File: src/logic/mca_pkg.sv
// Package of encodings, flag layout and timing counts for the microcore misc ALU unit.
`default_nettype none
package mca_pkg;

  // Core clock and operation lengths.
  localparam int unsigned CLK_PERIOD_NS  = 100;
  localparam int unsigned MULI_CYCLES    = 17;
  localparam int unsigned SPI_RD_CYCLES  = 2;
  localparam logic [4:0]  MULI_CNT       = 5'(MULI_CYCLES - 1);
  localparam logic [1:0]  SPI_RD_CNT     = 2'(SPI_RD_CYCLES - 1);

  // Register map of the SPI-visible registers that this unit acts on.
  localparam logic [9:0] ADDR_CORE0_CONTROL_A  = 10'h101;
  localparam logic [9:0] ADDR_CORE0_CONTROL_B  = 10'h102;
  localparam logic [9:0] ADDR_CORE0_START_CFG  = 10'h104;
  localparam logic [9:0] ADDR_CORE0_STATUS_A   = 10'h105;
  localparam logic [9:0] ADDR_CORE0_STATUS_B   = 10'h106;
  localparam logic [9:0] ADDR_CORE0_IRQ_RETURN = 10'h10f;
  localparam logic [9:0] ADDR_CORE1_CONTROL_A  = 10'h121;
  localparam logic [9:0] ADDR_CORE1_CONTROL_B  = 10'h122;
  localparam logic [9:0] ADDR_CORE1_START_CFG  = 10'h124;
  localparam logic [9:0] ADDR_CORE1_STATUS_A   = 10'h125;
  localparam logic [9:0] ADDR_CORE1_STATUS_B   = 10'h126;
  localparam logic [9:0] ADDR_CORE1_IRQ_RETURN = 10'h12f;
  localparam logic [9:0] ADDR_DIAG_ERROR_FIRST = 10'h162;
  localparam logic [9:0] ADDR_DIAG_ERROR_LAST  = 10'h169;
  localparam int unsigned IRQ_RETURN_LSB       = 0;
  localparam int unsigned IRQ_RETURN_WIDTH     = 10;

  // Opcode patterns, matched on the fixed bits of each format.
  localparam logic [8:0]  OPC_MULI_HI     = 9'h04e;   // bits 15..7
  localparam logic [12:0] OPC_NOT_HI      = 13'h05db; // bits 15..3
  localparam logic [12:0] OPC_OR_HI       = 13'h05d8; // bits 15..3
  localparam logic [15:0] OPC_SPI_READ    = 16'h3540;
  localparam logic [13:0] OPC_SWI_HI      = 14'h0d62; // bits 15..2
  localparam logic [15:0] OPC_RET_SUB     = 16'h359c;
  localparam logic [12:0] OPC_RSTREG_HI   = 13'h06a9; // bits 15..3
  localparam logic [15:0] OPC_RST_LATCH   = 16'h359d;
  localparam logic [9:0]  OPC_PSHL_HI     = 10'h0e5;  // bits 15..6
  localparam logic [8:0]  OPC_PSHLC_HI    = 9'h071;   // bits 15..7
  localparam logic [2:0]  OPC_PSH_LO      = 3'h5;     // bits 2..0

  localparam logic [15:0] MASK_ZERO       = 16'h0000;
  localparam logic [15:0] MASK_ALL_ONES   = 16'hffff;

  // Clear target codes.
  localparam logic [2:0] TGT_SR           = 3'h0;
  localparam logic [2:0] TGT_CR           = 3'h1;
  localparam logic [2:0] TGT_SR_DIAG_HALT = 3'h2;
  localparam logic [2:0] TGT_ALL          = 3'h3;
  localparam logic [2:0] TGT_DIAG_HALT    = 3'h4;
  localparam logic [2:0] TGT_SR_CR        = 3'h5;
  localparam logic [2:0] TGT_SR_HALT      = 3'h6;
  localparam logic [2:0] TGT_HALT         = 3'h7;

  typedef enum logic [1:0] {
    MCA_ARITH_MUL   = 2'h0,
    MCA_ARITH_SHIFT = 2'h1
  } mca_arith_kind_t;

  typedef struct packed {
    logic overflow_flag;
    logic precision_loss_flag;
    logic operation_done_flag;
    logic mask_zero_flag;
    logic mask_all_ones_flag;
    logic shifted_out_bit_flag;
  } mca_flags_t;

  typedef struct packed {
    logic status_bits;
    logic control;
    logic diag_error;
    logic diag_rearm;
    logic start_latch;
  } mca_clear_t;

endpackage : mca_pkg
`default_nettype wire

File: src/logic/mca_product_unit.sv
// Multi-cycle unit for the product pair: immediate multiply and left shifts.
`timescale 1ns/1ns
`default_nettype none
module mca_product_unit (
  input  wire logic                     clk,
  input  wire logic                     rstn,
  input  wire logic                     start,
  input  wire mca_pkg::mca_arith_kind_t kind,
  input  wire logic [15:0]              first_operand,
  input  wire logic [15:0]              amount,
  output logic [31:0]                   product_pair_r,
  output logic                          busy_r,
  output logic                          done_r,
  output logic                          overflow_r,
  output logic                          precision_loss_r,
  output logic                          shifted_out_r
);

  logic [31:0]     product_pair_nxt;
  logic            busy_nxt;
  logic            done_nxt;
  logic            overflow_nxt;
  logic            precision_loss_nxt;
  logic            shifted_out_nxt;
  logic [15:0]     count_r;
  logic [15:0]     count_nxt;
  logic            is_mul_r;
  logic            is_mul_nxt;
  logic [31:0]     mul_result_r;
  logic [31:0]     mul_result_nxt;

  always_comb begin
    product_pair_nxt   = product_pair_r;
    busy_nxt           = busy_r;
    done_nxt           = 1'b0;
    overflow_nxt       = overflow_r;
    precision_loss_nxt = precision_loss_r;
    shifted_out_nxt    = shifted_out_r;
    count_nxt          = count_r;
    is_mul_nxt         = is_mul_r;
    mul_result_nxt     = mul_result_r;
    if (start && !busy_r) begin
      is_mul_nxt = (kind == mca_pkg::MCA_ARITH_MUL);
      if (kind == mca_pkg::MCA_ARITH_MUL) begin
        // Formed at once; counted one short because the core's state register adds a cycle.
        mul_result_nxt     = {16'h0000, first_operand} * {28'h0000000, amount[3:0]};
        count_nxt          = {11'h000, mca_pkg::MULI_CNT} - 16'h0001;
        busy_nxt           = 1'b1;
      end else begin
        // The first bit leaves at issue, so a shift by N of 1 or more holds the core N cycles; a shift by 0 holds it one cycle.
        done_nxt         = (amount < 16'h0002);
        busy_nxt         = !done_nxt;
        count_nxt        = amount - 16'h0002;
        shifted_out_nxt  = (amount != 16'h0000) && product_pair_r[31];
        overflow_nxt     = shifted_out_nxt;
        product_pair_nxt = (amount != 16'h0000) ? {product_pair_r[30:0], 1'b0} : product_pair_r;
      end
    end else if (busy_r) begin
      if (!is_mul_r) begin
        // One bit per core cycle; any one that leaves the top is an overflow.
        shifted_out_nxt  = product_pair_r[31];
        overflow_nxt     = overflow_r | product_pair_r[31];
        product_pair_nxt = {product_pair_r[30:0], 1'b0};
      end
      if (count_r == 16'h0000) begin
        busy_nxt = 1'b0;
        done_nxt = 1'b1;
        if (is_mul_r) begin
          product_pair_nxt   = mul_result_r;
          overflow_nxt       = (mul_result_r[31:16] != 16'h0000);
          precision_loss_nxt = 1'b0;
        end
      end else begin
        count_nxt = count_r - 16'h0001;
      end
    end
  end

  always_ff @(posedge clk or negedge rstn) begin
    if (!rstn) begin
      product_pair_r   <= 32'h00000000;
      busy_r           <= 1'b0;
      done_r           <= 1'b0;
      overflow_r       <= 1'b0;
      precision_loss_r <= 1'b0;
      shifted_out_r    <= 1'b0;
      count_r          <= 16'h0000;
      is_mul_r         <= 1'b0;
      mul_result_r     <= 32'h00000000;
    end else begin
      product_pair_r   <= product_pair_nxt;
      busy_r           <= busy_nxt;
      done_r           <= done_nxt;
      overflow_r       <= overflow_nxt;
      precision_loss_r <= precision_loss_nxt;
      shifted_out_r    <= shifted_out_nxt;
      count_r          <= count_nxt;
      is_mul_r         <= is_mul_nxt;
      mul_result_r     <= mul_result_nxt;
    end
  end

endmodule : mca_product_unit
`default_nettype wire

File: src/logic/mca_misc_alu.sv
// Execution unit of one microcore for the misc ALU, interrupt and register-clear instructions.
//
// Overview of operation
// - Immediate multiply puts register times 4-bit immediate into high and low product halves.
// - Immediate multiply lasts 17 cycles and updates overflow, precision-loss and done flags.
// - Invert complements the register, writes it back, flags all-zero and all-ones results.
// - OR merges the immediate holder into the register and updates the same mask flags.
// - SPI read request starts a backdoor read of the held address, done in 2 cycles.
// - Changing the SPI address in the next instruction aborts the read; data is meaningless.
// - Software interrupt stores the executing code address plus one in the 10-bit return field.
// - Ordinary interrupt returns to the interrupted line; software interrupt to that plus one.
// - Return from subroutine loads the program counter from the auxiliary return register.
// - Register clear acts on control, status and automatic diagnosis error registers.
// - Codes 000 status, 001 control, 010 status+diag+rearm, 011 status+control+diag+rearm.
// - Codes 100 diag+rearm, 101 status+control, 110 status+rearm, 111 rearm only.
// - Start-latch clear acts only while the core's smart latch enable bit is set.
// - Register product shift moves the pair left by register amount, that many cycles, one cycle for a zero amount.
// - Immediate product shift moves the pair left by a 4-bit amount, that many cycles, one cycle for a zero amount.
`timescale 1ns/1ns
`default_nettype none
module mca_misc_alu (
  input  wire logic                clk,
  input  wire logic                rstn,
  input  wire logic                instr_valid,
  input  wire logic [15:0]         instr,
  input  wire logic [9:0]          instr_addr,
  input  wire logic [15:0]         first_operand,
  input  wire logic [15:0]         constant_operand_holder,
  input  wire logic [9:0]          aux_return,
  input  wire logic                hw_irq_take,
  input  wire logic                smart_latch_enable,
  input  wire logic                spi_addr_write,
  output logic                     hold_fetch_r,
  output logic                     wb_valid_r,
  output logic [2:0]               wb_sel_r,
  output logic [15:0]              wb_data_r,
  output logic                     upc_load_r,
  output logic [9:0]               micro_program_counter_r,
  output logic [15:0]              product_high_half_r,
  output logic [15:0]              product_low_half_r,
  output mca_pkg::mca_flags_t      flags_r,
  output logic [9:0]               irq_return_r,
  output logic                     swi_req_r,
  output logic [1:0]               swi_id_r,
  output logic                     spi_rd_req_r,
  output logic                     spi_rd_done_r,
  output logic                     spi_rd_abort_r,
  output mca_pkg::mca_clear_t      clear_r
);

  //////////////////////////////////////////////////////////////////////////////
  // Decode.

  typedef enum logic [2:0] {
    MCA_ST_IDLE  = 3'b001,
    MCA_ST_ARITH = 3'b010,
    MCA_ST_SPI   = 3'b100
  } mca_state_t;

  mca_state_t state_r;
  mca_state_t state_nxt;

  logic accept;
  logic dec_muli;
  logic dec_not;
  logic dec_or;
  logic dec_spi_rd;
  logic dec_swi;
  logic dec_ret;
  logic dec_rstreg;
  logic dec_rstsl;
  logic dec_pshl;
  logic dec_pshlc;

  // New instructions are only taken while nothing multi-cycle is running.
  assign accept     = instr_valid && (state_r == MCA_ST_IDLE);
  assign dec_muli   = accept && (instr[15:7] == mca_pkg::OPC_MULI_HI);
  assign dec_not    = accept && (instr[15:3] == mca_pkg::OPC_NOT_HI);
  assign dec_or     = accept && (instr[15:3] == mca_pkg::OPC_OR_HI);
  assign dec_spi_rd = accept && (instr == mca_pkg::OPC_SPI_READ);
  assign dec_swi    = accept && (instr[15:2] == mca_pkg::OPC_SWI_HI);
  assign dec_ret    = accept && (instr == mca_pkg::OPC_RET_SUB);
  assign dec_rstreg = accept && (instr[15:3] == mca_pkg::OPC_RSTREG_HI);
  assign dec_rstsl  = accept && (instr == mca_pkg::OPC_RST_LATCH);
  assign dec_pshl   = accept && (instr[15:6] == mca_pkg::OPC_PSHL_HI)
                      && (instr[2:0] == mca_pkg::OPC_PSH_LO);
  assign dec_pshlc  = accept && (instr[15:7] == mca_pkg::OPC_PSHLC_HI)
                      && (instr[2:0] == mca_pkg::OPC_PSH_LO);

  //////////////////////////////////////////////////////////////////////////////
  // Product pair unit.

  logic                     pu_start;
  mca_pkg::mca_arith_kind_t pu_kind;
  logic [15:0]              pu_amount;
  logic [31:0]              product_pair;
  logic                     pu_done;
  logic                     pu_overflow;
  logic                     pu_precision_loss;
  logic                     pu_shifted_out;

  assign pu_start  = dec_muli || dec_pshl || dec_pshlc;
  assign pu_kind   = dec_muli ? mca_pkg::MCA_ARITH_MUL : mca_pkg::MCA_ARITH_SHIFT;
  // Register shift takes the whole register value; both immediates are 4 bits.
  assign pu_amount = dec_pshl ? first_operand : {12'h000, instr[6:3]};

  mca_product_unit u_product (
    .clk              (clk),
    .rstn             (rstn),
    .start            (pu_start),
    .kind             (pu_kind),
    .first_operand    (first_operand),
    .amount           (pu_amount),
    .product_pair_r   (product_pair),
    .busy_r           (),
    .done_r           (pu_done),
    .overflow_r       (pu_overflow),
    .precision_loss_r (pu_precision_loss),
    .shifted_out_r    (pu_shifted_out)
  );

  //////////////////////////////////////////////////////////////////////////////
  // Sequencing state.

  logic [1:0] spi_cnt_r;
  logic [1:0] spi_cnt_nxt;
  logic       spi_watch_r;
  logic       spi_watch_nxt;
  logic       hold_fetch_nxt;
  logic       is_mul_op_r;
  logic       is_mul_op_nxt;

  always_comb begin
    state_nxt      = state_r;
    spi_cnt_nxt    = spi_cnt_r;
    spi_watch_nxt  = spi_watch_r;
    is_mul_op_nxt  = is_mul_op_r;
    case (state_r)
      MCA_ST_IDLE: begin
        if (pu_start) begin
          state_nxt     = MCA_ST_ARITH;
          is_mul_op_nxt = dec_muli;
        end else if (dec_spi_rd) begin
          state_nxt     = MCA_ST_SPI;
          spi_cnt_nxt   = mca_pkg::SPI_RD_CNT;
          spi_watch_nxt = 1'b1;
        end
      end
      MCA_ST_ARITH: begin
        if (pu_done) begin
          state_nxt = MCA_ST_IDLE;
        end
      end
      MCA_ST_SPI: begin
        if (spi_cnt_r == 2'h0) begin
          state_nxt = MCA_ST_IDLE;
        end else begin
          spi_cnt_nxt = spi_cnt_r - 2'h1;
        end
      end
      default: begin
        state_nxt = MCA_ST_IDLE;
      end
    endcase
    // The address guard lasts until the instruction after the read has been taken.
    if (spi_watch_r && accept) begin
      spi_watch_nxt = 1'b0;
    end
    hold_fetch_nxt = (state_nxt != MCA_ST_IDLE);
  end

  always_ff @(posedge clk or negedge rstn) begin
    if (!rstn) begin
      state_r      <= MCA_ST_IDLE;
      spi_cnt_r    <= 2'h0;
      spi_watch_r  <= 1'b0;
      hold_fetch_r <= 1'b0;
      is_mul_op_r  <= 1'b0;
    end else begin
      state_r      <= state_nxt;
      spi_cnt_r    <= spi_cnt_nxt;
      spi_watch_r  <= spi_watch_nxt;
      hold_fetch_r <= hold_fetch_nxt;
      is_mul_op_r  <= is_mul_op_nxt;
    end
  end

  //////////////////////////////////////////////////////////////////////////////
  // Results, flags and strobes.

  logic                wb_valid_nxt;
  logic [2:0]          wb_sel_nxt;
  logic [15:0]         wb_data_nxt;
  logic                upc_load_nxt;
  logic [9:0]          upc_nxt;
  mca_pkg::mca_flags_t flags_nxt;
  logic [9:0]          irq_return_nxt;
  logic                swi_req_nxt;
  logic [1:0]          swi_id_nxt;
  logic                spi_rd_req_nxt;
  logic                spi_rd_done_nxt;
  logic                spi_rd_abort_nxt;
  mca_pkg::mca_clear_t clear_nxt;
  logic [15:0]         mask_result;

  always_comb begin
    wb_valid_nxt     = 1'b0;
    wb_sel_nxt       = wb_sel_r;
    wb_data_nxt      = wb_data_r;
    upc_load_nxt     = 1'b0;
    upc_nxt          = micro_program_counter_r;
    flags_nxt        = flags_r;
    irq_return_nxt   = irq_return_r;
    swi_req_nxt      = 1'b0;
    swi_id_nxt       = swi_id_r;
    spi_rd_req_nxt   = 1'b0;
    spi_rd_done_nxt  = 1'b0;
    spi_rd_abort_nxt = 1'b0;
    clear_nxt        = '0;
    mask_result      = dec_not ? ~first_operand
                               : (first_operand | constant_operand_holder);

    if (dec_not || dec_or) begin
      wb_valid_nxt                 = 1'b1;
      wb_sel_nxt                   = instr[2:0];
      wb_data_nxt                  = mask_result;
      flags_nxt.mask_zero_flag     = (mask_result == mca_pkg::MASK_ZERO);
      flags_nxt.mask_all_ones_flag = (mask_result == mca_pkg::MASK_ALL_ONES);
    end

    if (dec_muli) begin
      // Done drops at issue so the program sees it rise only at completion.
      flags_nxt.operation_done_flag = 1'b0;
    end
    if (pu_done) begin
      flags_nxt.overflow_flag = pu_overflow;
      if (is_mul_op_r) begin
        flags_nxt.precision_loss_flag = pu_precision_loss;
        flags_nxt.operation_done_flag = 1'b1;
      end else begin
        flags_nxt.shifted_out_bit_flag = pu_shifted_out;
      end
    end

    if (dec_swi) begin
      // Resuming at the next line keeps the request from being replayed.
      irq_return_nxt = instr_addr + 10'h001;
      swi_req_nxt    = 1'b1;
      swi_id_nxt     = instr[1:0];
    end else if (hw_irq_take) begin
      irq_return_nxt = instr_addr;
    end

    if (dec_ret) begin
      upc_load_nxt = 1'b1;
      upc_nxt      = aux_return;
    end

    if (dec_spi_rd) begin
      spi_rd_req_nxt = 1'b1;
    end
    if ((state_r == MCA_ST_SPI) && (spi_cnt_r == 2'h0)) begin
      spi_rd_done_nxt = 1'b1;
    end
    // Only the instruction right after the read is policed; later changes are legal.
    if (spi_watch_r && accept && spi_addr_write) begin
      spi_rd_abort_nxt = 1'b1;
    end

    if (dec_rstreg) begin
      case (instr[2:0])
        mca_pkg::TGT_SR: begin
          clear_nxt.status_bits = 1'b1;
        end
        mca_pkg::TGT_CR: begin
          clear_nxt.control = 1'b1;
        end
        mca_pkg::TGT_SR_DIAG_HALT: begin
          clear_nxt.status_bits = 1'b1;
          clear_nxt.diag_error  = 1'b1;
          clear_nxt.diag_rearm  = 1'b1;
        end
        mca_pkg::TGT_ALL: begin
          clear_nxt.status_bits = 1'b1;
          clear_nxt.control     = 1'b1;
          clear_nxt.diag_error  = 1'b1;
          clear_nxt.diag_rearm  = 1'b1;
        end
        mca_pkg::TGT_DIAG_HALT: begin
          clear_nxt.diag_error = 1'b1;
          clear_nxt.diag_rearm = 1'b1;
        end
        mca_pkg::TGT_SR_CR: begin
          clear_nxt.status_bits = 1'b1;
          clear_nxt.control     = 1'b1;
        end
        mca_pkg::TGT_SR_HALT: begin
          clear_nxt.status_bits = 1'b1;
          clear_nxt.diag_rearm  = 1'b1;
        end
        default: begin
          clear_nxt.diag_rearm = 1'b1;
        end
      endcase
    end

    if (dec_rstsl && smart_latch_enable) begin
      clear_nxt.start_latch = 1'b1;
    end
  end

  always_ff @(posedge clk or negedge rstn) begin
    if (!rstn) begin
      wb_valid_r              <= 1'b0;
      wb_sel_r                <= 3'h0;
      wb_data_r               <= 16'h0000;
      upc_load_r              <= 1'b0;
      micro_program_counter_r <= 10'h000;
      flags_r                 <= '0;
      irq_return_r            <= 10'h000;
      swi_req_r               <= 1'b0;
      swi_id_r                <= 2'h0;
      spi_rd_req_r            <= 1'b0;
      spi_rd_done_r           <= 1'b0;
      spi_rd_abort_r          <= 1'b0;
      clear_r                 <= '0;
    end else begin
      wb_valid_r              <= wb_valid_nxt;
      wb_sel_r                <= wb_sel_nxt;
      wb_data_r               <= wb_data_nxt;
      upc_load_r              <= upc_load_nxt;
      micro_program_counter_r <= upc_nxt;
      flags_r                 <= flags_nxt;
      irq_return_r            <= irq_return_nxt;
      swi_req_r               <= swi_req_nxt;
      swi_id_r                <= swi_id_nxt;
      spi_rd_req_r            <= spi_rd_req_nxt;
      spi_rd_done_r           <= spi_rd_done_nxt;
      spi_rd_abort_r          <= spi_rd_abort_nxt;
      clear_r                 <= clear_nxt;
    end
  end

  //////////////////////////////////////////////////////////////////////////////
  // Product halves are re-registered so the ports come from local flip-flops.

  logic [15:0] product_high_nxt;
  logic [15:0] product_low_nxt;

  always_comb begin
    product_high_nxt = product_pair[31:16];
    product_low_nxt  = product_pair[15:0];
  end

  always_ff @(posedge clk or negedge rstn) begin
    if (!rstn) begin
      product_high_half_r <= 16'h0000;
      product_low_half_r  <= 16'h0000;
    end else begin
      product_high_half_r <= product_high_nxt;
      product_low_half_r  <= product_low_nxt;
    end
  end

endmodule : mca_misc_alu
`default_nettype wire

File: config.mk
export PLATFORM = sky130hd
export DESIGN_NAME = mca_misc_alu
export DESIGN_NICKNAME = d
export VERILOG_FILES = /design/src/logic/mca_pkg.sv /design/src/logic/mca_product_unit.sv /design/src/logic/mca_misc_alu.sv
export SDC_FILE = /design/constraint.sdc
export NUM_CORES = 1
export LEC_CHECK = 0
export ABC_CLOCK_PERIOD_IN_PS = 12300
export BUFFER_PORTS_ARGS = -buffer_cell sky130_fd_sc_hd__buf_2
export CAP_MARGIN = 40
export CORE_UTILIZATION = 35
export CTS_BUF_LIST = sky130_fd_sc_hd__clkbuf_2 sky130_fd_sc_hd__clkbuf_4 sky130_fd_sc_hd__clkbuf_8
export DETAILED_ROUTE_END_ITERATION = 7
export PLACE_DENSITY = 0.6
export SETUP_SLACK_MARGIN = 0.02
export SYNTH_ARGS = -nofsm -noshare
export SYNTH_HDL_FRONTEND = slang
export SYNTH_SLANG_ARGS = --single-unit
File: constraint.sdc
create_clock -name clk -period 12.3 [get_ports clk]
set_input_delay 1.23 -clock clk [delete_from_list [all_inputs] [get_ports clk]]
set_output_delay 1.23 -clock clk [all_outputs]
set_load 0.005 [all_outputs]
==> flow_summary_export.csv, run 1 <==
group,metric,value,unit
finish,nets,1312,
sta,setup_repair_after_global_routing_missed_its_margin,"no",
floorplanning,die-width,170,um
finish,multi_input_area,5140,um2
finish,fraction_of_final_layout_cells_sized_beyond_drive_strength_1,0.201,
sta,max_slew.worst_pin.slew,0.935,ns
sta,final_hold_viol_count,0,
synthesis,yosys-top-cells-area,"sky130_fd_sc_hd__dfrtp_1, sky130_fd_sc_hd__fa_1, sky130_fd_sc_hd__nand2_1",
pwr,vdd_drop_max,0.0611,mV
clocking,htreeDepth,4,
setup_path,worstPathBufferInverterCount,3,
global_route,grt_pass1_wl,41100,um
synthesis,synthDominantCellAreaShare,0.426,
sta,skew,0.0180,ns
clocking,post-cts-setup-buffers,0,
run,max_cap_viol_count,0,
clocking,post_cts_hold_buffer_count,0,
synthesis,synth.net_count,1178,
synthesis,synthesis.area_per_instance,9.48,um2
finish,insertedDiodeCount,0,
setup_path,crit_path_start_kind,"primary input",
setup_path,path_delay_family,"simple AND/OR/NAND/NOR gates",
clocking,tritoncts,"built",
finish,area.sequential,4260,um2
synthesis,synth.cells.most_frequent,"sky130_fd_sc_hd__dfrtp_1, sky130_fd_sc_hd__nand2_1, sky130_fd_sc_hd__inv_1, sky130_fd_sc_hd__o21ai_0, sky130_fd_sc_hd__nor2_1",
sta,layout_worst_path_cycle_share,0.501,
global_route,grt_pass1_vias,7808,
sta,clock.fmax,162,MHz
setup_path,path_cells,"buf_2 > nor4bb_1 > and4_4 > and2_1 > a21oi_1 > buf_4 > nand2b_1 > fa_1 > inv_1 > fa_1 > ha_1 > a211oi_1 > o21ai_0 > a31oi_1 > nor3_1 > a2111oi_0 > xor2_1 > o21ai_0",
global_route,number_of_antenna_violations_at_the_first_check_in_global_routing,0,
finish,num-fill-cells,2807,
routing,post_drt_wl_per_cell,16.3,um
pwr,powerDensity,108,nW/um2
synthesis,synth_sequential_area_ratio,0.428,
setup_path,cp_data_arrival_time,6.51,ns
sta,finalSetupViolations,0,
finish,layoutNonFillerInstCount,1573,
floorplanning,boundaryPins,165,
floorplanning,die_area,29100,um2
routing,drc,0,
sta,timing.slew.headroom,0.377,
global_route,grtUsageTotal,0.181,
synthesis,synth_top_area_cell,"sky130_fd_sc_hd__dfrtp_1",
finish,synth_to_final_area_change,15.5,%
place,place_inst,1541,
sta,period_needed,6.17,ns
place,place_congestion,0.896,
place,placed_cell_areas,11100,um2
synthesis,synthesized_cell_area,9930,um2
routing,vias_after_detailed_routing,8077,
clocking,worstSkewPairLatency,0.47,ns
routing,route.final.wire_length,25600,um
global_route,grt_overflow,0,
floorplanning,std_cell_rows,61,
place,place_hpwl,19200,um
routing,detailedRoute.firstIterationViolations,637,
setup_path,worst_ep_required_time,12.65,ns
worst_hold_path,hold_class,"reg -> reg",
synthesis,synthFlopType,"sky130_fd_sc_hd__dfrtp_1",
synthesis,postSynthCellCount,1048,
setup_path,slowest_stage,"sky130_fd_sc_hd__and2_1",
clocking,postCtsResizedCells,0,
floorplanning,floorplan.core_area,27900,um2
pwr,p_leak,5.68,nW
global_route,pin_count_of_the_biggest_net_entering_global_routing,63,
synthesis,synth_enable_flop_cells,0,
clocking,reg_clk_slew_reported_paths,0.11,ns
routing,avgViaCountPerCell,5.13,
synthesis,synth.lib_cells_used.distinct,80,
setup_path,crit_path_max_incr_delay,0.75,ns
synthesis,asyncSetResetFlopFracSynth,1.00,
sta,setup-tns-final,0,ns
setup_path,category_of_the_critical_setup_timing_path,"in -> reg",
synthesis,synth.yosys.warnings,0,
routing,ant_nets,0,
clocking,cts_buffer_depth,2,
setup_path,setup.worst_path.end_class,"register",
floorplanning,initial_utilization,0.357,
place,portBuffers,163,
finish,stdcell_area,11500,um2
clocking,cts-root-buf,"sky130_fd_sc_hd__clkbuf_8",
setup_path,cp_max_fo,28,
floorplanning,die_h,170,um
sta,maxSlewViolCount,0,
routing,drt_pass1_iterations,4,
clocking,clock_sinks,170,
run_status,outcome,"finished clean",
synthesis,yosysMostFrequentCell,"sky130_fd_sc_hd__dfrtp_1",
clocking,cts-buffers-inserted,17,
synthesis,postSynthRegisterBits,170,
[metrics by stage]
stage / hold slack [ns] / utilization / power (W) / setup slack, ns
floorplan: 0.373 / - / 0.000764 / 6.68
global placement: 0.389 / 0.396 / 0.000840 / 5.70
detailed placement: 0.393 / 0.397 / 0.000842 / 5.68
CTS: 0.413 / 0.412 / 0.00126 / 6.19
global route: 0.418 / 0.412 / 0.00131 / 5.74
finish: 0.405 / 0.412 / 0.00124 / 6.13
[worst register-to-register path, delay by kind of cell, from the launching register on]
kind | cells | cell delay (ns)
flip-flops | 1 | 0.57
buffers and inverters | 2 | 0.28
adder cells (fa/ha/maj) | 3 | 1.29
AND/OR/NAND/NOR | 5 | 1.87
AO/OA/AOI/OAI | 6 | 1.56
XOR/XNOR | 1 | 0.17
[worst paths after layout]
check	start	to	slack, ns	cells after the start
min reg2reg	u_product.product_pair_r[17]$_DFFE_PN0P_	product_high_half_r[1]$_DFF_PN0_	0.41	0
max in group asynchronous	rstn	wb_data_r[13]$_DFFE_PN0P_	10.46	2
max	instr[2]	u_product.mul_result_r[13]$_DFFE_PN0P_	6.13	18
min in group asynchronous	rstn	product_high_half_r[11]$_DFF_PN0_	0.66	1
min	u_product.product_pair_r[17]$_DFFE_PN0P_	product_high_half_r[1]$_DFF_PN0_	0.41	0
max reg2reg	state_r[0]$_DFF_PN1_	u_product.mul_result_r[13]$_DFFE_PN0P_	6.43	17
[power breakdown]
group | switching [W] | leakage (nW) | total, W | internal (W)
Sequential | 0.0000138 | 2.31 | 0.000586 | 0.000573
Clock | 0.000256 | 0.207 | 0.000413 | 0.000158
Combinational | 0.000147 | 3.17 | 0.000245 | 0.0000983
Total | 0.000416 | 5.68 | 0.00124 | 0.000829
[layer usage]
| metal | wire length [um] | vias to the layer above | global-route usage | part of all wire |
|---|---|---|---|---|
| li1 | - | 3918 | - | - |
| met1 | 11800 | 3859 | 0.238 | 0.46 |
| met5 | 0 | - | 0 | 0 |
| met4 | 585 | 0 | 0.0576 | 0.023 |
| met3 | 1550 | 36 | 0.0472 | 0.061 |
| met2 | 11700 | 264 | 0.288 | 0.46 |
[placed cells by master, fill, tap and decap left out, types with 6 or more instances in the layout]
cell type | synthesis | layout
sky130_fd_sc_hd__o21ai_1 | 6 | 6
sky130_fd_sc_hd__nor2b_1 | 32 | 32
sky130_fd_sc_hd__nand4_1 | 14 | 14
sky130_fd_sc_hd__buf_2 | 12 | 163
sky130_fd_sc_hd__o211ai_1 | 7 | 7
sky130_fd_sc_hd__o22ai_1 | 8 | 8
sky130_fd_sc_hd__nor3_1 | 39 | 39
sky130_fd_sc_hd__buf_4 | 4 | 8
sky130_fd_sc_hd__dfrtp_1 | 169 | 169
sky130_fd_sc_hd__a21oi_1 | 34 | 34
sky130_fd_sc_hd__xnor2_1 | 15 | 15
sky130_fd_sc_hd__mux2_2 | 17 | 17
sky130_fd_sc_hd__xor2_1 | 16 | 16
sky130_fd_sc_hd__nor4_1 | 12 | 11
sky130_fd_sc_hd__nor2_1 | 45 | 45
sky130_fd_sc_hd__clkbuf_8 | 0 | 17
sky130_fd_sc_hd__nor3b_1 | 6 | 6
sky130_fd_sc_hd__nand3_1 | 30 | 30
sky130_fd_sc_hd__nand2_1 | 140 | 140
sky130_fd_sc_hd__nand2b_1 | 13 | 13
sky130_fd_sc_hd__inv_1 | 69 | 69
sky130_fd_sc_hd__a21o_1 | 19 | 19
sky130_fd_sc_hd__a211oi_1 | 21 | 21
sky130_fd_sc_hd__and2_1 | 21 | 21
sky130_fd_sc_hd__and3_1 | 6 | 6
sky130_fd_sc_hd__a22o_1 | 13 | 13
sky130_fd_sc_hd__a31oi_1 | 8 | 8
sky130_fd_sc_hd__mux2i_1 | 26 | 26
sky130_fd_sc_hd__ha_1 | 28 | 28
sky130_fd_sc_hd__o21ai_0 | 69 | 69
sky130_fd_sc_hd__fa_1 | 28 | 28
[final cells by class]
type / count / area share
clock buffers: 17 / 0.0204
clock inverters: 15 / 0.0164
inverters: 70 / 0.0229
multi-input cells: 750 / 0.448
flip-flops and latches: 170 / 0.371
well taps: 378 / 0.0412
repair buffers: 173 / 0.0797
[registers in the layout, summed over array words and instances, names as in the netlist, 2 cells and up, named ones only]
| name | count |
|---|---|
| product_high_half_r | 16 |
| clear_r | 5 |
| u_product.mul_result_r | 20 |
| u_product.count_r | 16 |
| swi_id_r | 2 |
| irq_return_r | 10 |
| flags_r | 5 |
| wb_data_r | 16 |
| micro_program_counter_r | 10 |
| wb_sel_r | 3 |
| u_product.product_pair_r | 30 |
| product_low_half_r | 16 |
| spi_cnt_r | 2 |
| state_r | 3 |
[cells by family (layout without fill, tap and decap cells)]
family / after synthesis / in the layout / share of synthesized area
compound gates: 224 / 224 / 0.146
buf+inv: 128 / 275 / 0.0544
other cells: 1 / 1 / 0.000377
mux: 43 / 43 / 0.0455
xor+xnor: 31 / 31 / 0.0273
fa+ha+maj: 56 / 56 / 0.0917
simple gates: 395 / 395 / 0.206
flops: 170 / 170 / 0.428
No activity file was read; power rests on OpenSTA's default activity.
==> run 2: changes to the inputs <==
--- a/config.mk
+++ b/config.mk
@@ -5,7 +5,7 @@
 export SDC_FILE = /design/constraint.sdc
 export NUM_CORES = 1
 export LEC_CHECK = 0
-export ABC_CLOCK_PERIOD_IN_PS = 12300
+export ABC_CLOCK_PERIOD_IN_PS = 5900
 export BUFFER_PORTS_ARGS = -buffer_cell sky130_fd_sc_hd__buf_2
 export CAP_MARGIN = 40
 export CORE_UTILIZATION = 35
==> constraint.sdc (replaced) <==
create_clock -name clk -period 5.9 [get_ports clk]
set_input_delay 0.59 -clock clk [delete_from_list [all_inputs] [get_ports clk]]
set_output_delay 0.59 -clock clk [all_outputs]
set_load 0.005 [all_outputs]
==> flow_summary_export.csv, run 2 (synthesized netlist as in run 1, its figures left out) <==
group,metric,value,unit
setup_path,worstReg2RegEnd,"u_product.mul_result_r[19]$_DFFE_PN0P_",
clocking,tritoncts,"built",
setup_path,reg2reg_slack,0.97,ns
clocking,clock_sinks,170,
setup_path,crit_path_start_kind,"register",
clocking,post_cts_hold_buffer_count,0,
sta,clock.fmax,203,MHz
place,place_hpwl,19500,um
clocking,worstSkewPairLatency,0.48,ns
global_route,grt_overflow,0,
run_status,outcome,"finished clean",
floorplanning,boundaryPins,165,
floorplanning,die-width,170,um
sta,timing.slew.headroom,0.467,
finish,mostFrequentLayoutCells,"sky130_fd_sc_hd__dfrtp_1, sky130_fd_sc_hd__buf_2, sky130_fd_sc_hd__nand2_1",
global_route,pin_count_of_the_biggest_net_entering_global_routing,66,
pwr,powerDensity,226,nW/um2
clocking,cts-buffers-inserted,17,
sta,period_needed,4.93,ns
clocking,cts-root-buf,"sky130_fd_sc_hd__clkbuf_8",
routing,avgViaCountPerCell,5.13,
floorplanning,die_h,170,um
setup_path,regToRegStartpoint,"state_r[0]$_DFF_PN1_",
finish,num-fill-cells,2813,
clocking,post-cts-setup-buffers,0,
setup_path,category_of_the_critical_setup_timing_path,"reg -> reg",
sta,max_slew.worst_pin.slew,0.800,ns
run,max_cap_viol_count,0,
sta,skew,0.0169,ns
setup_path,setup.worst_path.end_class,"register",
global_route,global_route.peak_usage_layer,"met2",
finish,layout.core_utilization,0.414,
global_route,use_met1,0.243,
global_route,grtUsageTotal,0.185,
place,place_inst,1547,
finish,max_flop_register,"u_product.product_pair_r",
global_route,number_of_antenna_violations_at_the_first_check_in_global_routing,2,
routing,route.final.wire_length,25800,um
finish,layoutNonFillerInstCount,1580,
global_route,groute.layer.met2.usage,0.303,
setup_path,cp_max_fo,16,
global_route,grt_pass1_wl,42000,um
finish,reg_top3,"u_product.product_pair_r x30, u_product.mul_result_r x20",
routing,vias_after_detailed_routing,8113,
pwr,vdd_drop_max,0.112,mV
place,portBuffers,163,
clocking,postCtsResizedCells,0,
sta,setup-tns-final,0,ns
global_route,grt_pass1_vias,7850,
finish,mostFrequentLayoutCell,"sky130_fd_sc_hd__dfrtp_1",
sta,maxSlewViolCount,0,
routing,detailedRoute.firstIterationViolations,605,
global_route,grt_util_met3,0.0430,
finish,synth_to_final_area_change,16.1,%
routing,drt_pass1_iterations,5,
floorplanning,die_area,29100,um2
floorplanning,floorplan.core_area,27900,um2
sta,layout_worst_path_cycle_share,0.836,
setup_path,cp_data_arrival_time,5.29,ns
finish,largest_register_ff_count,30,
sta,final_hold_viol_count,0,
sta,finalSetupViolations,0,
setup_path,ff2ff_path_depth,18,
floorplanning,std_cell_rows,61,
sta,setup_repair_after_global_routing_missed_its_margin,"no",
floorplanning,initial_utilization,0.357,
clocking,cts_buffer_depth,2,
routing,post_drt_wl_per_cell,16.3,um
setup_path,worst_ep_required_time,6.26,ns
clocking,htreeDepth,4,
place,place_congestion,0.893,
pwr,p_leak,5.71,nW
clocking,reg_clk_slew_reported_paths,0.12,ns
routing,drc,0,
finish,fraction_of_final_layout_cells_sized_beyond_drive_strength_1,0.205,
worst_hold_path,hold_class,"in -> async",
finish,nets,1318,
routing,ant_nets,0,
-- run 2: cell count changes in the layout (fill, tap and decap cells not counted), sizes merged --
cell    change
buf         +6
clkinv      +1
diode       +1
inv         -1
-- run 2: worst max path at each step --
stage / slack (ns) / to / cells past startpoint / from
after floorplan: 0.92 / u_product.mul_result_r[19]$_DFFE_PN0P_ / 19 / instr[1]
after global placement: 0.66 / u_product.mul_result_r[13]$_DFFE_PN0P_ / 18 / instr[2]
after detailed placement: 0.56 / u_product.mul_result_r[13]$_DFFE_PN0P_ / 18 / instr[2]
after CTS: 0.95 / u_product.mul_result_r[19]$_DFFE_PN0P_ / 18 / state_r[0]$_DFF_PN1_
after global routing: 0.61 / u_product.mul_result_r[19]$_DFFE_PN0P_ / 18 / state_r[0]$_DFF_PN1_
final: 0.97 / u_product.mul_result_r[19]$_DFFE_PN0P_ / 18 / state_r[0]$_DFF_PN1_
-- run 2: final cells by class --
| class | count | area, um2 | area share |
|---|---|---|---|
| inverter | 70 | 263 | 0.0228 |
| clock inverter | 15 | 200 | 0.0174 |
| sequential | 170 | 4260 | 0.369 |
| multi-input combinational | 750 | 5140 | 0.446 |
| timing repair buffer | 179 | 960 | 0.0832 |
| tap | 378 | 473 | 0.0410 |
| clock buffer | 17 | 234 | 0.0203 |
| antenna | 1 | 2.50 | 0.000217 |
-- run 2: critical path: stages (launching register included) --
cell	delay, ns
sky130_fd_sc_hd__dfstp_2	0.57
sky130_fd_sc_hd__and4bb_1	0.32
sky130_fd_sc_hd__and4_4	0.28
sky130_fd_sc_hd__nand2_1	0.13
sky130_fd_sc_hd__mux2i_1	0.18
sky130_fd_sc_hd__buf_4	0.22
sky130_fd_sc_hd__nor2b_1	0.08
sky130_fd_sc_hd__fa_1	0.50
sky130_fd_sc_hd__inv_1	0.05
sky130_fd_sc_hd__fa_1	0.52
sky130_fd_sc_hd__inv_1	0.04
sky130_fd_sc_hd__ha_1	0.37
sky130_fd_sc_hd__a21oi_1	0.27
sky130_fd_sc_hd__nand2_1	0.08
sky130_fd_sc_hd__a221oi_1	0.49
sky130_fd_sc_hd__nand3_1	0.13
sky130_fd_sc_hd__a41oi_1	0.23
sky130_fd_sc_hd__xnor2_1	0.08
sky130_fd_sc_hd__mux2_2	0.26
-- run 2: through the flow --
| stage | total power (W) | hold slack, ns | cell area, um2 | setup slack [ns] |
|---|---|---|---|---|
| after detailed placement | 0.00176 | 0.391 | 11100 | 0.563 |
| after global routing | 0.00276 | 0.0132 | 11500 | 0.614 |
| after global placement | 0.00176 | 0.389 | 11100 | 0.656 |
| final | 0.00261 | 0.00207 | 11500 | 0.969 |
| after CTS | 0.00264 | 0.00492 | 11500 | 0.952 |
| after floorplan | 0.00159 | 0.294 | 9930 | 0.915 |
-- run 2: metal layers --
| metal | wire length, um | vias to the layer above |
|---|---|---|
| met4 | 440 | 2 |
| met3 | 1750 | 28 |
| met2 | 12200 | 275 |
| met5 | 13 | - |
| li1 | - | 3931 |
| met1 | 11400 | 3877 |
-- run 2: where the power goes --
group / internal, W / leakage (nW) / total [W] / switching (W)
Clock: 0.000332 / 0.210 / 0.000867 / 0.000535
Combinational: 0.000209 / 3.19 / 0.000517 / 0.000308
Sequential: 0.00119 / 2.31 / 0.00122 / 0.0000289
Total: 0.00173 / 5.71 / 0.00261 / 0.000872
==> run 3: changes to the inputs <==
--- a/config.mk
+++ b/config.mk
@@ -5,7 +5,8 @@
 export SDC_FILE = /design/constraint.sdc
 export NUM_CORES = 1
 export LEC_CHECK = 0
-export ABC_CLOCK_PERIOD_IN_PS = 5900
+export ABC_AREA = 1
+export ABC_CLOCK_PERIOD_IN_PS = 5000
 export BUFFER_PORTS_ARGS = -buffer_cell sky130_fd_sc_hd__buf_2
 export CAP_MARGIN = 40
 export CORE_UTILIZATION = 35
==> constraint.sdc (replaced) <==
create_clock -name clk -period 5 [get_ports clk]
set_input_delay 0.5 -clock clk [delete_from_list [all_inputs] [get_ports clk]]
set_output_delay 0.5 -clock clk [all_outputs]
set_load 0.005 [all_outputs]
==> flow_summary_export.csv, run 3 <==
group,metric,value,unit
run_status,outcome,"finished clean",
routing,route.layer.met1.wl,14400,um
place,placed_cell_areas,11600,um2
pwr,vdd_drop_max,0.136,mV
setup_path,cp_data_arrival_time,4.86,ns
synthesis,synth.net_count,1473,
routing,drc,0,
sta,clock.fmax,222,MHz
global_route,pin_count_of_the_biggest_net_entering_global_routing,88,
finish,max_flop_register,"u_product.product_pair_r",
clocking,cts-root-buf,"sky130_fd_sc_hd__clkbuf_8",
setup_path,ff2ff_path_depth,22,
clocking,htreeDepth,4,
worst_hold_path,hold_class,"in -> async",
synthesis,asyncSetResetFlopFracSynth,1.00,
place,post-place-ws,0.276,ns
floorplanning,floorplan.core_area,28900,um2
setup_path,worstReg2RegEnd,"u_product.mul_result_r[12]$_DFFE_PN0P_",
routing,drt_pass1_iterations,7,
run,max_cap_viol_count,0,
clocking,postCtsResizedCells,0,
global_route,grtUsageTotal,0.202,
floorplanning,die-width,174,um
clocking,cts-buffers-inserted,17,
routing,detailedRoute.firstIterationViolations,751,
global_route,grt_pass1_wl,48700,um
synthesis,synth.cells.most_frequent,"sky130_fd_sc_hd__nand2_1, sky130_fd_sc_hd__dfrtp_1, sky130_fd_sc_hd__nor2_1, sky130_fd_sc_hd__inv_1, sky130_fd_sc_hd__o21ai_0",
sta,timing.slew.headroom,0.445,
finish,stdcell_area,12000,um2
synthesis,synth_top_area_cell,"sky130_fd_sc_hd__dfrtp_1",
sta,final_hold_viol_count,0,
floorplanning,initial_utilization,0.359,
finish,largest_register_ff_count,30,
setup_path,regToRegStartpoint,"state_r[0]$_DFF_PN1_",
synthesis,synthDominantCellAreaShare,0.407,
setup_path,crit_path_start_kind,"register",
setup_path,worst_ep_required_time,5.35,ns
routing,wl_met2,12900,um
finish,mostFrequentLayoutCells,"sky130_fd_sc_hd__nand2_1, sky130_fd_sc_hd__dfrtp_1, sky130_fd_sc_hd__buf_2",
sta,layout_worst_path_cycle_share,0.901,
synthesis,yosys-top-cells-area,"sky130_fd_sc_hd__dfrtp_1, sky130_fd_sc_hd__nand2_1, sky130_fd_sc_hd__nor2_1",
finish,layout.core_utilization,0.414,
place,place_hpwl,22700,um
routing,highest-signal-layer,"met4",
setup_path,slowest_stage,"sky130_fd_sc_hd__dfstp_2",
sta,setup_repair_after_global_routing_missed_its_margin,"no",
sta,period_needed,4.51,ns
clocking,reg_clk_slew_reported_paths,0.11,ns
finish,synth_to_final_area_change,15.4,%
finish,reg_top3,"u_product.product_pair_r x30, u_product.mul_result_r x20",
routing,vias_after_detailed_routing,9488,
place,portBuffers,163,
global_route,grt_pass1_vias,9146,
routing,ant_nets,0,
routing,avgViaCountPerCell,5.01,
synthesis,synthFlopType,"sky130_fd_sc_hd__dfrtp_1",
setup_path,worstPathBufferInverterCount,3,
setup_path,path_delay_family,"simple AND/OR/NAND/NOR gates",
clocking,post_cts_hold_buffer_count,0,
setup_path,crit_path_max_incr_delay,0.59,ns
place,place_congestion,0.922,
clocking,tritoncts,"built",
floorplanning,die_area,30400,um2
finish,fraction_of_final_layout_cells_sized_beyond_drive_strength_1,0.161,
clocking,worstSkewPairLatency,0.46,ns
synthesis,synth_enable_flop_cells,0,
finish,insertedDiodeCount,0,
setup_path,reg2reg_slack,0.49,ns
global_route,grt_overflow,0,
sta,worst_slack,0.494,ns
routing,route.final.wire_length,29500,um
setup_path,path_cells,"nand4_4 > nor2_4 > nand2_2 > nand2_1 > nand2_1 > clkinv_1 > nor2_1 > fa_1 > inv_1 > fa_1 > inv_1 > ha_1 > nand2_1 > o21ai_0 > nand2_1 > nand2_1 > nand2_1 > nand2_1 > a31oi_1 > or2_2 > nand3_1 > nand2_1",
synthesis,synth.lib_cells_used.distinct,51,
synthesis,synth_sequential_area_ratio,0.409,
routing,post_drt_wl_per_cell,15.6,um
setup_path,setup.worst_path.end_class,"register",
finish,nets,1627,
synthesis,synthesized_cell_area,10400,um2
sta,max_slew.worst_pin.slew,0.832,ns
finish,layoutNonFillerInstCount,1892,
finish,num-fill-cells,2972,
setup_path,cp_max_fo,14,
setup_path,category_of_the_critical_setup_timing_path,"reg -> reg",
synthesis,yosysMostFrequentCell,"sky130_fd_sc_hd__nand2_1",
sta,setup-tns-final,0,ns
pwr,powerDensity,286,nW/um2
floorplanning,std_cell_rows,62,
finish,area.sequential,4260,um2
sta,maxSlewViolCount,0,
synthesis,postSynthCellCount,1343,
sta,skew,0.0180,ns
synthesis,postSynthRegisterBits,170,
floorplanning,boundaryPins,165,
place,place_inst,1862,
pwr,p_leak,6.52,nW
clocking,post-cts-setup-buffers,0,
clocking,clock_sinks,170,
synthesis,synth.yosys.warnings,0,
floorplanning,die_h,174,um
clocking,cts_buffer_depth,2,
setup_path,path_common_cell,"sky130_fd_sc_hd__nand2_1",
synthesis,synthesis.area_per_instance,7.74,um2
routing,met3_length,1610,um
finish,mostFrequentLayoutCell,"sky130_fd_sc_hd__nand2_1",
global_route,number_of_antenna_violations_at_the_first_check_in_global_routing,0,
sta,finalSetupViolations,0,
finish,multi_input_area,5340,um2
## run 3: logic make-up (layout without fill, tap and decap cells)
kind of cell / Yosys count / after routing / share of synthesized area
other cells: 1 / 1 / 0.000361
fa+ha+maj: 56 / 56 / 0.0876
simple gates: 670 / 670 / 0.277
flops: 170 / 170 / 0.409
xor+xnor: 28 / 28 / 0.0236
compound gates: 196 / 196 / 0.104
buf+inv: 200 / 365 / 0.0774
mux: 22 / 22 / 0.0215
## run 3: final cells by class
cell class                      count  area share
Multi-Input combinational cell    973       0.445
Sequential cell                   170       0.355
Timing Repair Buffer              176      0.0767
Inverter                          159      0.0498
Tap cell                          384      0.0401
Clock buffer                       17      0.0195
Clock inverter                     13      0.0142
## run 3: how the worst max path moves through the flow
stage	start	to	slack, ns	depth (start not counted)
4_1_cts	state_r[0]$_DFF_PN1_	u_product.mul_result_r[13]$_DFFE_PN0P_	0.50	21
3_5_place_dp	instr[1]	u_product.mul_result_r[13]$_DFFE_PN0P_	0.28	25
5_1_grt	state_r[0]$_DFF_PN1_	u_product.mul_result_r[17]$_DFFE_PN0P_	0.17	21
6_report	state_r[0]$_DFF_PN1_	u_product.mul_result_r[12]$_DFFE_PN0P_	0.49	22
2_1_floorplan	instr[10]	u_product.mul_result_r[12]$_DFFE_PN0P_	0.59	25
3_3_place_gp	instr[1]	u_product.mul_result_r[12]$_DFFE_PN0P_	0.39	25
## run 3: power by group
| group | internal [W] | total, W | leakage (nW) | switching (W) |
|---|---|---|---|---|
| combinational | 0.000349 | 0.000935 | 3.99 | 0.000586 |
| sequential | 0.00142 | 0.00145 | 2.32 | 0.0000392 |
| clock | 0.000496 | 0.00105 | 0.201 | 0.000549 |
| total | 0.00226 | 0.00344 | 6.52 | 0.00117 |
## run 3: routing by layer
metal	up-vias	GRT usage
met4	0	0.0599
li1	4647	-
met1	4490	0.297
met5	-	0
met3	39	0.0287
met2	312	0.306
## run 3: stage by stage
stage / power [W] / hold slack [ns]
after global placement: 0.00241 / 0.391
after detailed placement: 0.00241 / 0.391
final: 0.00344 / 0.0678
after CTS: 0.00346 / 0.117
after global routing: 0.00365 / 0.116
after floorplan: 0.00214 / 0.204
